`src/core/sbl_pkg.sv`:
```
// Constants, types and state records of the serial boot loader.
// Assumes one 40 MHz clock and a byte memory with one-cycle read latency.
// What this block does
// - Wait for sync byte 5AH; receiving it fixes the link at 9600 bps.
// - Echo 5AH on success; otherwise stay silent and wait again.
// - Echo a valid baud code; switch rate only after the echo.
// - Invalid baud code: send 62H three times, then halt.
// - Every coded halt sends A1H x3 and A3H x3 first.
// - Third byte 30H selects flash writing; echo it at new rate.
// - Unsupported command: send 63H three times, then halt.
// - Command 60H selects RAM loading and is echoed.
// - Count address arrives high then low; nothing is returned.
// - Compare address arrives high then low; nothing is returned.
// - Reception or password error on address bytes halts silently.
// - Read N, compare N bytes against memory; mismatch halts silently.
// - All FFH from FFE0H to FFFFH means blank; skip password.
// - Records are not echoed; bytes before start mark 3AH dropped.
// - Record is length, address, type, data, checksum.
// - After a clean end record send image checksum, upper byte first.
// - Flash mode returns to waiting for a command after checksum.
// - RAM mode jumps to the first data record address.
// - RAM mode writes record data at the record address.
// - Reception or format error in records halts silently.
package sbl_pkg;
    localparam int CLK_HZ = 40_000_000;
    localparam int BAUD_INIT = 9600;
    localparam int BIT_CYC_9600 = (CLK_HZ + BAUD_INIT / 2) / BAUD_INIT;
    localparam logic [7:0] SYNC_BYTE = 8'h5a;
    localparam logic [7:0] CODE_9600 = 8'h28;
    localparam logic [7:0] CODE_19200 = 8'h18;
    localparam logic [7:0] CODE_38400 = 8'h10;
    localparam logic [7:0] CMD_FLASH = 8'h30;
    localparam logic [7:0] CMD_RAM = 8'h60;
    localparam logic [7:0] ERR_PRE1 = 8'ha1;
    localparam logic [7:0] ERR_PRE2 = 8'ha3;
    localparam logic [7:0] ERR_BAUD = 8'h62;
    localparam logic [7:0] ERR_CMD = 8'h63;
    localparam logic [7:0] ERR_REP = 8'h03;
    localparam logic [7:0] START_MARK = 8'h3a;
    localparam logic [15:0] BLANK_FIRST = 16'hffe0;
    localparam logic [7:0] BLANK_LEN = 8'h20;
    localparam logic [7:0] BLANK_BYTE = 8'hff;
    localparam logic [7:0] REC_DATA = 8'h00;
    localparam logic [7:0] REC_END = 8'h01;

    typedef enum logic [4:0] {
        ST_SYNC, ST_SYNC_ECHO, ST_BAUD, ST_BAUD_ECHO, ST_CMD, ST_CMD_ECHO,
        ST_ADDR, ST_BLANK, ST_COUNT, ST_PWD, ST_HUNT, ST_REC, ST_SUM,
        ST_JUMP, ST_ERR, ST_HALT
    } sbl_state_t;

    typedef struct packed {
        logic req;
        logic we;
        logic ram;
        logic [15:0] addr;
        logic [7:0] wdata;
    } sbl_mem_t;

    typedef struct packed {
        sbl_state_t st;
        logic ram_mode;
        logic [15:0] div;
        logic [1:0] shift;
        logic [7:0] idx;
        logic [15:0] cnt_addr;
        logic [15:0] cmp_addr;
        logic [7:0] pw_len;
        logic [7:0] pw_byte;
        logic rd_pend;
        logic [7:0] rec_len;
        logic [15:0] rec_addr;
        logic [7:0] rec_type;
        logic [7:0] rec_sum;
        logic [15:0] img_sum;
        logic first_seen;
        logic [15:0] jump_addr;
        logic jump_valid;
        logic [7:0] err_code;
        logic tx_start;
        logic [7:0] tx_data;
        sbl_mem_t mem;
        logic halted;
    } sbl_core_t;

    typedef struct packed {
        logic s1, s2, s3, lvl;
        logic rx_on;
        logic [15:0] rx_cnt;
        logic [3:0] rx_bit;
        logic [7:0] rx_sh;
        logic rx_valid, rx_err;
        logic [7:0] rx_data;
        logic [15:0] tx_cnt;
        logic [3:0] tx_bit;
        logic [8:0] tx_sh;
        logic tx_busy, txd;
    } sbl_uart_t;
endpackage : sbl_pkg

```
`src/core/sbl_uart.sv`:
```
// Byte UART, 8 data bits, one stop bit, divisor set by the caller.
// Assumes rxd is asynchronous; divisor changes only while idle.
module sbl_uart (
    input wire logic clk_sys,
    input wire logic reset,
    input wire logic rxd,
    input wire logic [15:0] div,
    input wire logic tx_valid,
    input wire logic [7:0] tx_data,
    output logic rx_valid,
    output logic rx_err,
    output logic [7:0] rx_data,
    output logic tx_busy,
    output logic txd
);
    localparam sbl_pkg::sbl_uart_t RST = '{s1: 1'b1, s2: 1'b1, s3: 1'b1,
        lvl: 1'b1, txd: 1'b1, default: '0};
    sbl_pkg::sbl_uart_t u_r, u_nxt;

    always_comb begin
        u_nxt = u_r;
        u_nxt.s1 = rxd;
        u_nxt.s2 = u_r.s1;
        u_nxt.s3 = u_r.s2;
        // Line level moves only when the two later stages agree
        if (u_r.s2 == u_r.s3) begin
            u_nxt.lvl = u_r.s3;
        end
        u_nxt.rx_valid = 1'b0;
        if (!u_r.rx_on) begin
            if (!u_r.lvl) begin
                u_nxt.rx_on = 1'b1;
                u_nxt.rx_cnt = {1'b0, div[15:1]};
                u_nxt.rx_bit = 4'h0;
            end
        end else if (u_r.rx_cnt != 16'h0000) begin
            u_nxt.rx_cnt = u_r.rx_cnt - 16'h0001;
        end else begin
            u_nxt.rx_cnt = div - 16'h0001;
            if (u_r.rx_bit == 4'h0) begin
                u_nxt.rx_on = !u_r.lvl;
                u_nxt.rx_bit = 4'h1;
            end else if (u_r.rx_bit <= 4'h8) begin
                u_nxt.rx_sh = {u_r.lvl, u_r.rx_sh[7:1]};
                u_nxt.rx_bit = u_r.rx_bit + 4'h1;
            end else begin
                u_nxt.rx_valid = 1'b1;
                u_nxt.rx_data = u_r.rx_sh;
                u_nxt.rx_err = !u_r.lvl;
                u_nxt.rx_on = 1'b0;
            end
        end
        if (!u_r.tx_busy) begin
            if (tx_valid) begin
                u_nxt.tx_busy = 1'b1;
                u_nxt.txd = 1'b0;
                u_nxt.tx_sh = {1'b1, tx_data};
                u_nxt.tx_bit = 4'h0;
                u_nxt.tx_cnt = div - 16'h0001;
            end
        end else if (u_r.tx_cnt != 16'h0000) begin
            u_nxt.tx_cnt = u_r.tx_cnt - 16'h0001;
        end else if (u_r.tx_bit == 4'h9) begin
            u_nxt.tx_busy = 1'b0;
            u_nxt.txd = 1'b1;
        end else begin
            u_nxt.txd = u_r.tx_sh[0];
            u_nxt.tx_sh = {1'b1, u_r.tx_sh[8:1]};
            u_nxt.tx_bit = u_r.tx_bit + 4'h1;
            u_nxt.tx_cnt = div - 16'h0001;
        end
    end

    always_ff @(posedge clk_sys) begin
        if (reset) begin
            u_r <= RST;
        end else begin
            u_r <= u_nxt;
        end
    end

    assign rx_valid = u_r.rx_valid;
    assign rx_err = u_r.rx_err;
    assign rx_data = u_r.rx_data;
    assign tx_busy = u_r.tx_busy;
    assign txd = u_r.txd;
endmodule : sbl_uart

```
`src/core/sbl_loader.sv`:
```
// Serial boot command handler: sync, baud change, command, password, records.
// Assumes mem_rdata is valid the cycle after a read request is registered.
module sbl_loader #(
    parameter logic [15:0] BIT_CYC_INIT = 16'(sbl_pkg::BIT_CYC_9600)
) (
    input wire logic clk_sys,
    input wire logic reset,
    input wire logic rxd,
    output logic txd,
    output sbl_pkg::sbl_mem_t mem_o,
    input wire logic [7:0] mem_rdata,
    output logic jump_valid,
    output logic [15:0] jump_addr,
    output logic halted
);
    localparam sbl_pkg::sbl_core_t RST = '{st: sbl_pkg::ST_SYNC,
        div: BIT_CYC_INIT, default: '0};
    sbl_pkg::sbl_core_t s, n;
    logic rx_valid;
    logic rx_err;
    logic [7:0] rx_data;
    logic tx_busy;
    logic tx_ready;
    logic rx_ok;
    logic [2:0] baud;

    // ****************************************
    // Baud code decode: valid flag and divisor shift
    // ****************************************
    function automatic logic [2:0] baud_decode(input logic [7:0] code);
        case (code)
            sbl_pkg::CODE_9600: baud_decode = 3'h4;
            sbl_pkg::CODE_19200: baud_decode = 3'h5;
            sbl_pkg::CODE_38400: baud_decode = 3'h6;
            default: baud_decode = 3'h0;
        endcase
    endfunction : baud_decode

    sbl_uart u_uart (
        .clk_sys(clk_sys),
        .reset(reset),
        .rxd(rxd),
        .div(s.div),
        .tx_valid(s.tx_start),
        .tx_data(s.tx_data),
        .rx_valid(rx_valid),
        .rx_err(rx_err),
        .rx_data(rx_data),
        .tx_busy(tx_busy),
        .txd(txd)
    );

    assign tx_ready = !s.tx_start && !tx_busy;
    assign rx_ok = rx_valid && !rx_err;
    assign baud = baud_decode(rx_data);

    // ****************************************
    // Command sequencer
    // ****************************************
    always_comb begin
        n = s;
        n.tx_start = 1'b0;
        n.mem.req = 1'b0;
        n.mem.we = 1'b0;
        n.rd_pend = s.mem.req && !s.mem.we;
        n.halted = (s.st == sbl_pkg::ST_HALT);
        case (s.st)
            sbl_pkg::ST_SYNC: begin
                if (rx_ok && rx_data == sbl_pkg::SYNC_BYTE) begin
                    n.st = sbl_pkg::ST_SYNC_ECHO;
                end
            end
            sbl_pkg::ST_SYNC_ECHO: begin
                if (tx_ready) begin
                    n.tx_start = 1'b1;
                    n.tx_data = sbl_pkg::SYNC_BYTE;
                    n.st = sbl_pkg::ST_BAUD;
                end
            end
            sbl_pkg::ST_BAUD: begin
                if (rx_valid && rx_err) begin
                    n.st = sbl_pkg::ST_HALT;
                end else if (rx_ok && baud[2]) begin
                    n.shift = baud[1:0];
                    n.tx_data = rx_data;
                    n.idx = 8'h00;
                    n.st = sbl_pkg::ST_BAUD_ECHO;
                end else if (rx_ok) begin
                    n.err_code = sbl_pkg::ERR_BAUD;
                    n.idx = 8'h00;
                    n.st = sbl_pkg::ST_ERR;
                end
            end
            sbl_pkg::ST_BAUD_ECHO: begin
                if (tx_ready && s.idx == 8'h00) begin
                    n.tx_start = 1'b1;
                    n.idx = 8'h01;
                end else if (tx_ready) begin
                    n.div = BIT_CYC_INIT >> s.shift;
                    n.st = sbl_pkg::ST_CMD;
                end
            end
            sbl_pkg::ST_CMD: begin
                if (rx_valid && rx_err) begin
                    n.st = sbl_pkg::ST_HALT;
                end else if (rx_ok && (rx_data == sbl_pkg::CMD_FLASH
                        || rx_data == sbl_pkg::CMD_RAM)) begin
                    n.ram_mode = (rx_data == sbl_pkg::CMD_RAM);
                    n.tx_data = rx_data;
                    n.img_sum = 16'h0000;
                    n.first_seen = 1'b0;
                    n.st = sbl_pkg::ST_CMD_ECHO;
                end else if (rx_ok) begin
                    n.err_code = sbl_pkg::ERR_CMD;
                    n.idx = 8'h00;
                    n.st = sbl_pkg::ST_ERR;
                end
            end
            sbl_pkg::ST_CMD_ECHO: begin
                if (tx_ready) begin
                    n.tx_start = 1'b1;
                    n.idx = 8'h00;
                    n.st = sbl_pkg::ST_ADDR;
                end
            end
            sbl_pkg::ST_ADDR: begin
                if (rx_valid && rx_err) begin
                    n.st = sbl_pkg::ST_HALT;
                end else if (rx_ok) begin
                    // Four silent bytes: count address, then compare address
                    case (s.idx[1:0])
                        2'h0: n.cnt_addr[15:8] = rx_data;
                        2'h1: n.cnt_addr[7:0] = rx_data;
                        2'h2: n.cmp_addr[15:8] = rx_data;
                        default: n.cmp_addr[7:0] = rx_data;
                    endcase
                    n.idx = s.idx + 8'h01;
                    if (s.idx == 8'h03) begin
                        n.idx = 8'h00;
                        n.st = sbl_pkg::ST_BLANK;
                    end
                end
            end
            sbl_pkg::ST_BLANK: begin
                if (s.rd_pend) begin
                    if (mem_rdata != sbl_pkg::BLANK_BYTE) begin
                        n.st = sbl_pkg::ST_COUNT;
                    end else if (s.idx == sbl_pkg::BLANK_LEN - 8'h01) begin
                        n.st = sbl_pkg::ST_HUNT;
                    end else begin
                        n.idx = s.idx + 8'h01;
                    end
                end else if (!s.mem.req) begin
                    n.mem.req = 1'b1;
                    n.mem.ram = 1'b0;
                    n.mem.addr = sbl_pkg::BLANK_FIRST + {8'h00, s.idx};
                end
            end
            sbl_pkg::ST_COUNT: begin
                if (s.rd_pend) begin
                    n.pw_len = mem_rdata;
                    n.idx = 8'h00;
                    // An empty count points at a wrong location
                    n.st = (mem_rdata == 8'h00) ? sbl_pkg::ST_HALT
                                                : sbl_pkg::ST_PWD;
                end else if (!s.mem.req) begin
                    n.mem.req = 1'b1;
                    n.mem.ram = 1'b0;
                    n.mem.addr = s.cnt_addr;
                end
            end
            sbl_pkg::ST_PWD: begin
                if (s.rd_pend) begin
                    if (mem_rdata != s.pw_byte) begin
                        n.st = sbl_pkg::ST_HALT;
                    end else if (s.idx == s.pw_len - 8'h01) begin
                        n.st = sbl_pkg::ST_HUNT;
                    end else begin
                        n.idx = s.idx + 8'h01;
                    end
                end else if (rx_valid && rx_err) begin
                    n.st = sbl_pkg::ST_HALT;
                end else if (rx_ok) begin
                    n.pw_byte = rx_data;
                    n.mem.req = 1'b1;
                    n.mem.ram = 1'b0;
                    n.mem.addr = s.cmp_addr + {8'h00, s.idx};
                end
            end
            sbl_pkg::ST_HUNT: begin
                if (rx_valid && rx_err) begin
                    n.st = sbl_pkg::ST_HALT;
                end else if (rx_ok && rx_data == sbl_pkg::START_MARK) begin
                    n.idx = 8'h00;
                    n.rec_sum = 8'h00;
                    n.st = sbl_pkg::ST_REC;
                end
            end
            sbl_pkg::ST_REC: begin
                if (rx_valid && rx_err) begin
                    n.st = sbl_pkg::ST_HALT;
                end else if (rx_ok) begin
                    n.rec_sum = s.rec_sum + rx_data;
                    n.idx = s.idx + 8'h01;
                    case (s.idx)
                        8'h00: n.rec_len = rx_data;
                        8'h01: n.rec_addr[15:8] = rx_data;
                        8'h02: n.rec_addr[7:0] = rx_data;
                        8'h03: begin
                            n.rec_type = rx_data;
                            if (rx_data != sbl_pkg::REC_DATA
                                    && rx_data != sbl_pkg::REC_END) begin
                                n.st = sbl_pkg::ST_HALT;
                            end else if (rx_data == sbl_pkg::REC_DATA
                                    && !s.first_seen) begin
                                n.first_seen = 1'b1;
                                n.jump_addr = s.rec_addr;
                            end
                        end
                        default: begin
                            n.idx = s.idx;
                            if (s.rec_len != 8'h00) begin
                                n.rec_len = s.rec_len - 8'h01;
                                n.rec_addr = s.rec_addr + 16'h0001;
                                if (s.rec_type == sbl_pkg::REC_DATA) begin
                                    n.mem.req = 1'b1;
                                    n.mem.we = 1'b1;
                                    n.mem.ram = s.ram_mode;
                                    n.mem.addr = s.rec_addr;
                                    n.mem.wdata = rx_data;
                                    n.img_sum = s.img_sum + {8'h00, rx_data};
                                end
                            end else if (s.rec_sum + rx_data != 8'h00) begin
                                n.st = sbl_pkg::ST_HALT;
                            end else if (s.rec_type == sbl_pkg::REC_END) begin
                                n.idx = 8'h00;
                                n.st = sbl_pkg::ST_SUM;
                            end else begin
                                n.st = sbl_pkg::ST_HUNT;
                            end
                        end
                    endcase
                end
            end
            sbl_pkg::ST_SUM: begin
                if (tx_ready) begin
                    n.idx = s.idx + 8'h01;
                    if (s.idx == 8'h00) begin
                        n.tx_start = 1'b1;
                        n.tx_data = s.img_sum[15:8];
                    end else if (s.idx == 8'h01) begin
                        n.tx_start = 1'b1;
                        n.tx_data = s.img_sum[7:0];
                    end else if (s.ram_mode) begin
                        n.st = sbl_pkg::ST_JUMP;
                    end else begin
                        n.st = sbl_pkg::ST_CMD;
                    end
                end
            end
            sbl_pkg::ST_JUMP: begin
                n.jump_valid = 1'b1;
            end
            sbl_pkg::ST_ERR: begin
                if (tx_ready) begin
                    n.idx = s.idx + 8'h01;
                    if (s.idx == 3 * sbl_pkg::ERR_REP) begin
                        n.st = sbl_pkg::ST_HALT;
                    end else begin
                        n.tx_start = 1'b1;
                        if (s.idx < sbl_pkg::ERR_REP) begin
                            n.tx_data = sbl_pkg::ERR_PRE1;
                        end else if (s.idx < 2 * sbl_pkg::ERR_REP) begin
                            n.tx_data = sbl_pkg::ERR_PRE2;
                        end else begin
                            n.tx_data = s.err_code;
                        end
                    end
                end
            end
            sbl_pkg::ST_HALT: begin
                n.st = sbl_pkg::ST_HALT;
            end
            default: begin
                n.st = sbl_pkg::ST_HALT;
            end
        endcase
    end

    always_ff @(posedge clk_sys) begin
        if (reset) begin
            s <= RST;
        end else begin
            s <= n;
        end
    end

    assign mem_o = s.mem;
    assign jump_valid = s.jump_valid;
    assign jump_addr = s.jump_addr;
    assign halted = s.halted;
endmodule : sbl_loader

```
`config.mk`:
```
export PLATFORM = sky130hd
export DESIGN_NAME = sbl_loader
export DESIGN_NICKNAME = d
export VERILOG_FILES = /design/src/core/sbl_pkg.sv /design/src/core/sbl_uart.sv /design/src/core/sbl_loader.sv
export SDC_FILE = /design/constraint.sdc
export NUM_CORES = 1
export LEC_CHECK = 0
export ABC_AREA = 1
export BUFFER_PORTS_ARGS = -buffer_cell sky130_fd_sc_hd__buf_4
export CORE_MARGIN = 8
export CORE_UTILIZATION = 35
export DETAILED_ROUTE_END_ITERATION = 16
export RECOVER_POWER = 50
export REMOVE_ABC_BUFFERS = 1
export SETUP_SLACK_MARGIN = 0.1
export SYNTH_ARGS = -nofsm -noshare
export SYNTH_HDL_FRONTEND = slang
export SYNTH_SLANG_ARGS = --single-unit
```
`constraint.sdc`:
```
create_clock -name clk_sys -period 3.4 [get_ports clk_sys]
set_clock_uncertainty 0.2 [all_clocks]
set_input_delay 0.17 -clock clk_sys [delete_from_list [all_inputs] [get_ports clk_sys]]
set_output_delay 0.17 -clock clk_sys [all_outputs]
set_load 0.05 [all_outputs]
```
==> key figures <==
Power
  • Tot Pwr: 10.5 mW
  • Int Pwr: around 6.5 mW
  • Sequential Power Share: 0.330
  • Gate power share: 0.317
  • Clock power frac: 0.353
  • Power Density: approximately 610 nW/um^2
  • VDD IR max: around 0.45 mV
  • Switching Share: 0.380
  • NetSw: 4.00 mW
  • Leakage: between 7 and 8 nW

Global route
  • Vias in the first global route: between 10k and 15k
  • Tot GR Track Use: 0.196
  • Initial antenna violation count: 0
  • First-pass GRT wire length: roughly 80000 microns
  • Largest net degree at the start of global routing: 68
  • Grt total ovfl: 0

Worst setup path
  • Crit end category: flip-flop
  • Crit Path Max Fanout: 15
  • Critical Path AT: between 3000 and 4000 ps
  • Crit start category: flip-flop
  • CP Class: reg -> reg
  • WP data required: 3660 ps

Timing
  • # setup viols final: 0
  • Final min period: 3190 ps
  • Sum Neg Setup Slack: 0 ps
  • Max-slew violation count: 68
  • Period utilization: 0.939
  • Max-slew headroom: -0.0888
  • Hold slack: 169 ps
  • RSZ-0062 raised after global routing: false
  • FMAX: 313 MHz
  • Worst-Margin Slew: between 1500 and 2000 ps
  • Fin. Hold Viols: 0

Cells and area
  • Area occupied by multi-input gates: about 8600 sq um
  • Storage cell area: 5160 sq um
  • Antenna diode count: 0
  • # nets final: 2385
  • Layout cells sized above 1: 0.0773
  • Fill cells: 4658
  • Area grow syn2layout: 12.1%

Synthesis
  • Post-synth top area share: 0.337
  • Ranking of synthesized cells by area: dfxtp_1, nand2_1, a21oi_1
  • Distinct cells, synth: 55
  • Syn Std Cell Area: 15300 sq um
  • YS warnings: 0
  • Syn_area_per_cell: 6.64 sq um
  • Top FF cell, synth: dfxtp_1
  • Post-synth top area cell: dfxtp_1
  • Mapped Cells: approximately 2.3k
  • Async SR Flop Fraction: 0
  • Synthesis-stage register bit count: roughly 260
  • Post-synth EDFFs: 0
  • Seq/Total Area, Yosys: 0.337

Floorplanning
  • Initial Util: 0.355
  • Die width: approximately 230 microns
  • Die H: 225 microns
  • Core ar.: ~43000 sq um
  • Die ar.: 50800 sq um
  • Io pins: 57
  • # rows: 76

Detailed routing
  • Residual DRC: 0
  • Routed length per placed instance: between 15 and 20 microns
  • DRT iter0 DRCs: 1281
  • Total number of vias: approximately 16k
  • Detail Route Antenna Nets: 0
  • Via/cell ratio: 5.31
  • WL final: 51600 microns
  • DRT Pass-1 Iters: 5

Clocking
  • Clock root cell: clkbuf_16
  • Num CTS Buffers: 30
  • Clock Sinks: around 260
  • Post-CTS Setup Inserts: 0
  • CTS tree: yes
  • Clock-pin slew on the worst setup and hold paths: about 70 ps
  • Worst-Skew Late Latency: about 570 ps
  • CTS Buffer Depth: 3
  • # H-tree levels: 1

Outcome
  • Failing checks: capacitance limit, slew limit
  • Outcome: finished, violations left

Min path
  • Tightest Hold Check Type: in -> reg

Flow run
  • Max Cap Viol: 1

Place
  • Port buffer count: 56
  • DP Wirelength: between 30000 and 40000 microns
  • RePlAce Congestion: ~0.93
-- cell families (layout without fill, tap and decap cells) --
kind of cell	Yosys count	in the layout	share of synthesized area
xor+xnor	51	51	0.0291
compound gates	572	572	0.199
buf+inv	359	402	0.103
simple gates	1024	1024	0.293
flops	258	258	0.337
other cells	1	1	0.000245
fa+ha+maj	45	45	0.0382
-- sequential cells by signal, summed over array words and instances (netlist names) --
| register | flops |
|---|---|
| jump_addr | 16 |
| u_uart.u_nxt | 2 |
| u_uart.rx_valid | 1 |
| halted | 1 |
| u_uart.txd | 1 |
| u_uart.tx_busy | 1 |
| u_uart.rx_err | 1 |
| jump_valid | 1 |
| u_uart.rx_data | 8 |
| u_uart.u_r | 60 |
| s | 139 |
| mem_o | 27 |
-- what timing repair did --
action                                 4_1_cts  5_1_grt
endpoints found under the hold margin       24        0
resized for setup                            0        6
setup endpoints to repair                    0       33
hold buffers                                10        0
-- worst paths after layout --
| path | from | endpoint | slack [ps] | cells after the start |
|---|---|---|---|---|
| worst max-delay path | s[168] | s[69] | 210 | 11 |
| worst min-delay path | rxd | u_uart.u_nxt[72] | 170 | 3 |
| worst max register to register | s[168] | s[69] | 210 | 11 |
| worst min register to register | u_uart.u_nxt[72] | u_uart.u_nxt[71] | 210 | 1 |
-- final cells by class --
type,instances,area share
inverters,236,0.0521
repair inverters,1,0.000437
multi-input cells,1693,0.499
flip-flops and latches,258,0.300
clock buffers,35,0.0483
well taps,585,0.0426
clock inverters,21,0.0183
repair buffers,109,0.0386
-- cells in the final DEF, fill, tap and decap left out, types with 9 or more instances in the layout --
cell type      netlist  layout
o22ai_1             13      13
nand4_1             37      37
nor2_2              12      10
nand3_1            148     147
or2_2               17      17
o211ai_1            18      18
nor3_1              37      37
nor2_4              11      10
inv_2                8       9
ha_1                42      42
clkbuf_1            45      49
nand2_1            473     473
xor2_1              44      44
dfxtp_1            258     258
o21ai_0            224     224
dlygate4sd3_1        0      10
nor2_1             254     257
clkbuf_16            0      31
a21oi_1            261     261
buf_4               48      45
a31oi_1             21      21
inv_1              223     220
-- per-layer routing --
layer	vias up	part of all wire	track usage
met2	515	0.44	0.305
met5	-	0	0
met4	0	0.022	0.0486
met1	7324	0.47	0.280
li1	7683	-	-
met3	77	0.068	0.0301
-- worst max-delay path: stages (launching register included) --
cell and delay [ps]:
dfxtp_1 540, inv_1 220, ha_1 260, nand2_1 110, nor2_4 100, nor2_1 340, nand2_1 200, o21ai_0 240
nand2_2 270, nor2_4 280, nand3_1 150, a21oi_1 150
-- power by group through the flow --
stage / clock, mW / sequential, mW / combinational, mW
finish: 3.72 / 3.48 / 3.33
global placement: 0 / 3.53 / 3.27
floorplan: 0 / 3.64 / 2.17
global route: 3.90 / 3.50 / 3.70
detailed placement: 0 / 3.53 / 3.30
CTS: 3.78 / 3.47 / 3.33
-- Yosys cell counts, types with 4 or more instances --
master / instances
a21oi_1: 261
buf_2: 24
nor4_1: 6
o21ai_1: 5
ha_1: 42
nor3_1: 37
clkinv_1: 4
a211oi_1: 4
nor2_1: 254
xor2_1: 44
xnor2_1: 7
nand2_2: 9
inv_1: 223
nand3b_1: 7
nand2_1: 473
dfxtp_1: 258
nand3_1: 148
or2_2: 17
inv_2: 8
o211ai_1: 18
o21ai_0: 224
nor2_4: 11
clkbuf_1: 45
nand4_1: 37
a31oi_1: 21
o21ai_2: 5
buf_4: 48
nor2_2: 12
o22ai_1: 13
-- metrics by stage --
step	util	area (sq um)	setup slack (ps)	instances
floorplan	-	14600	717	2187
global placement	0.374	16100	390	2871
detailed placement	0.374	16100	284	2871
CTS	0.403	17400	245	2937
global route	0.398	17200	64.6	2938
finish	0.398	17200	207	2938
No activity file was read; power rests on OpenSTA's default activity.
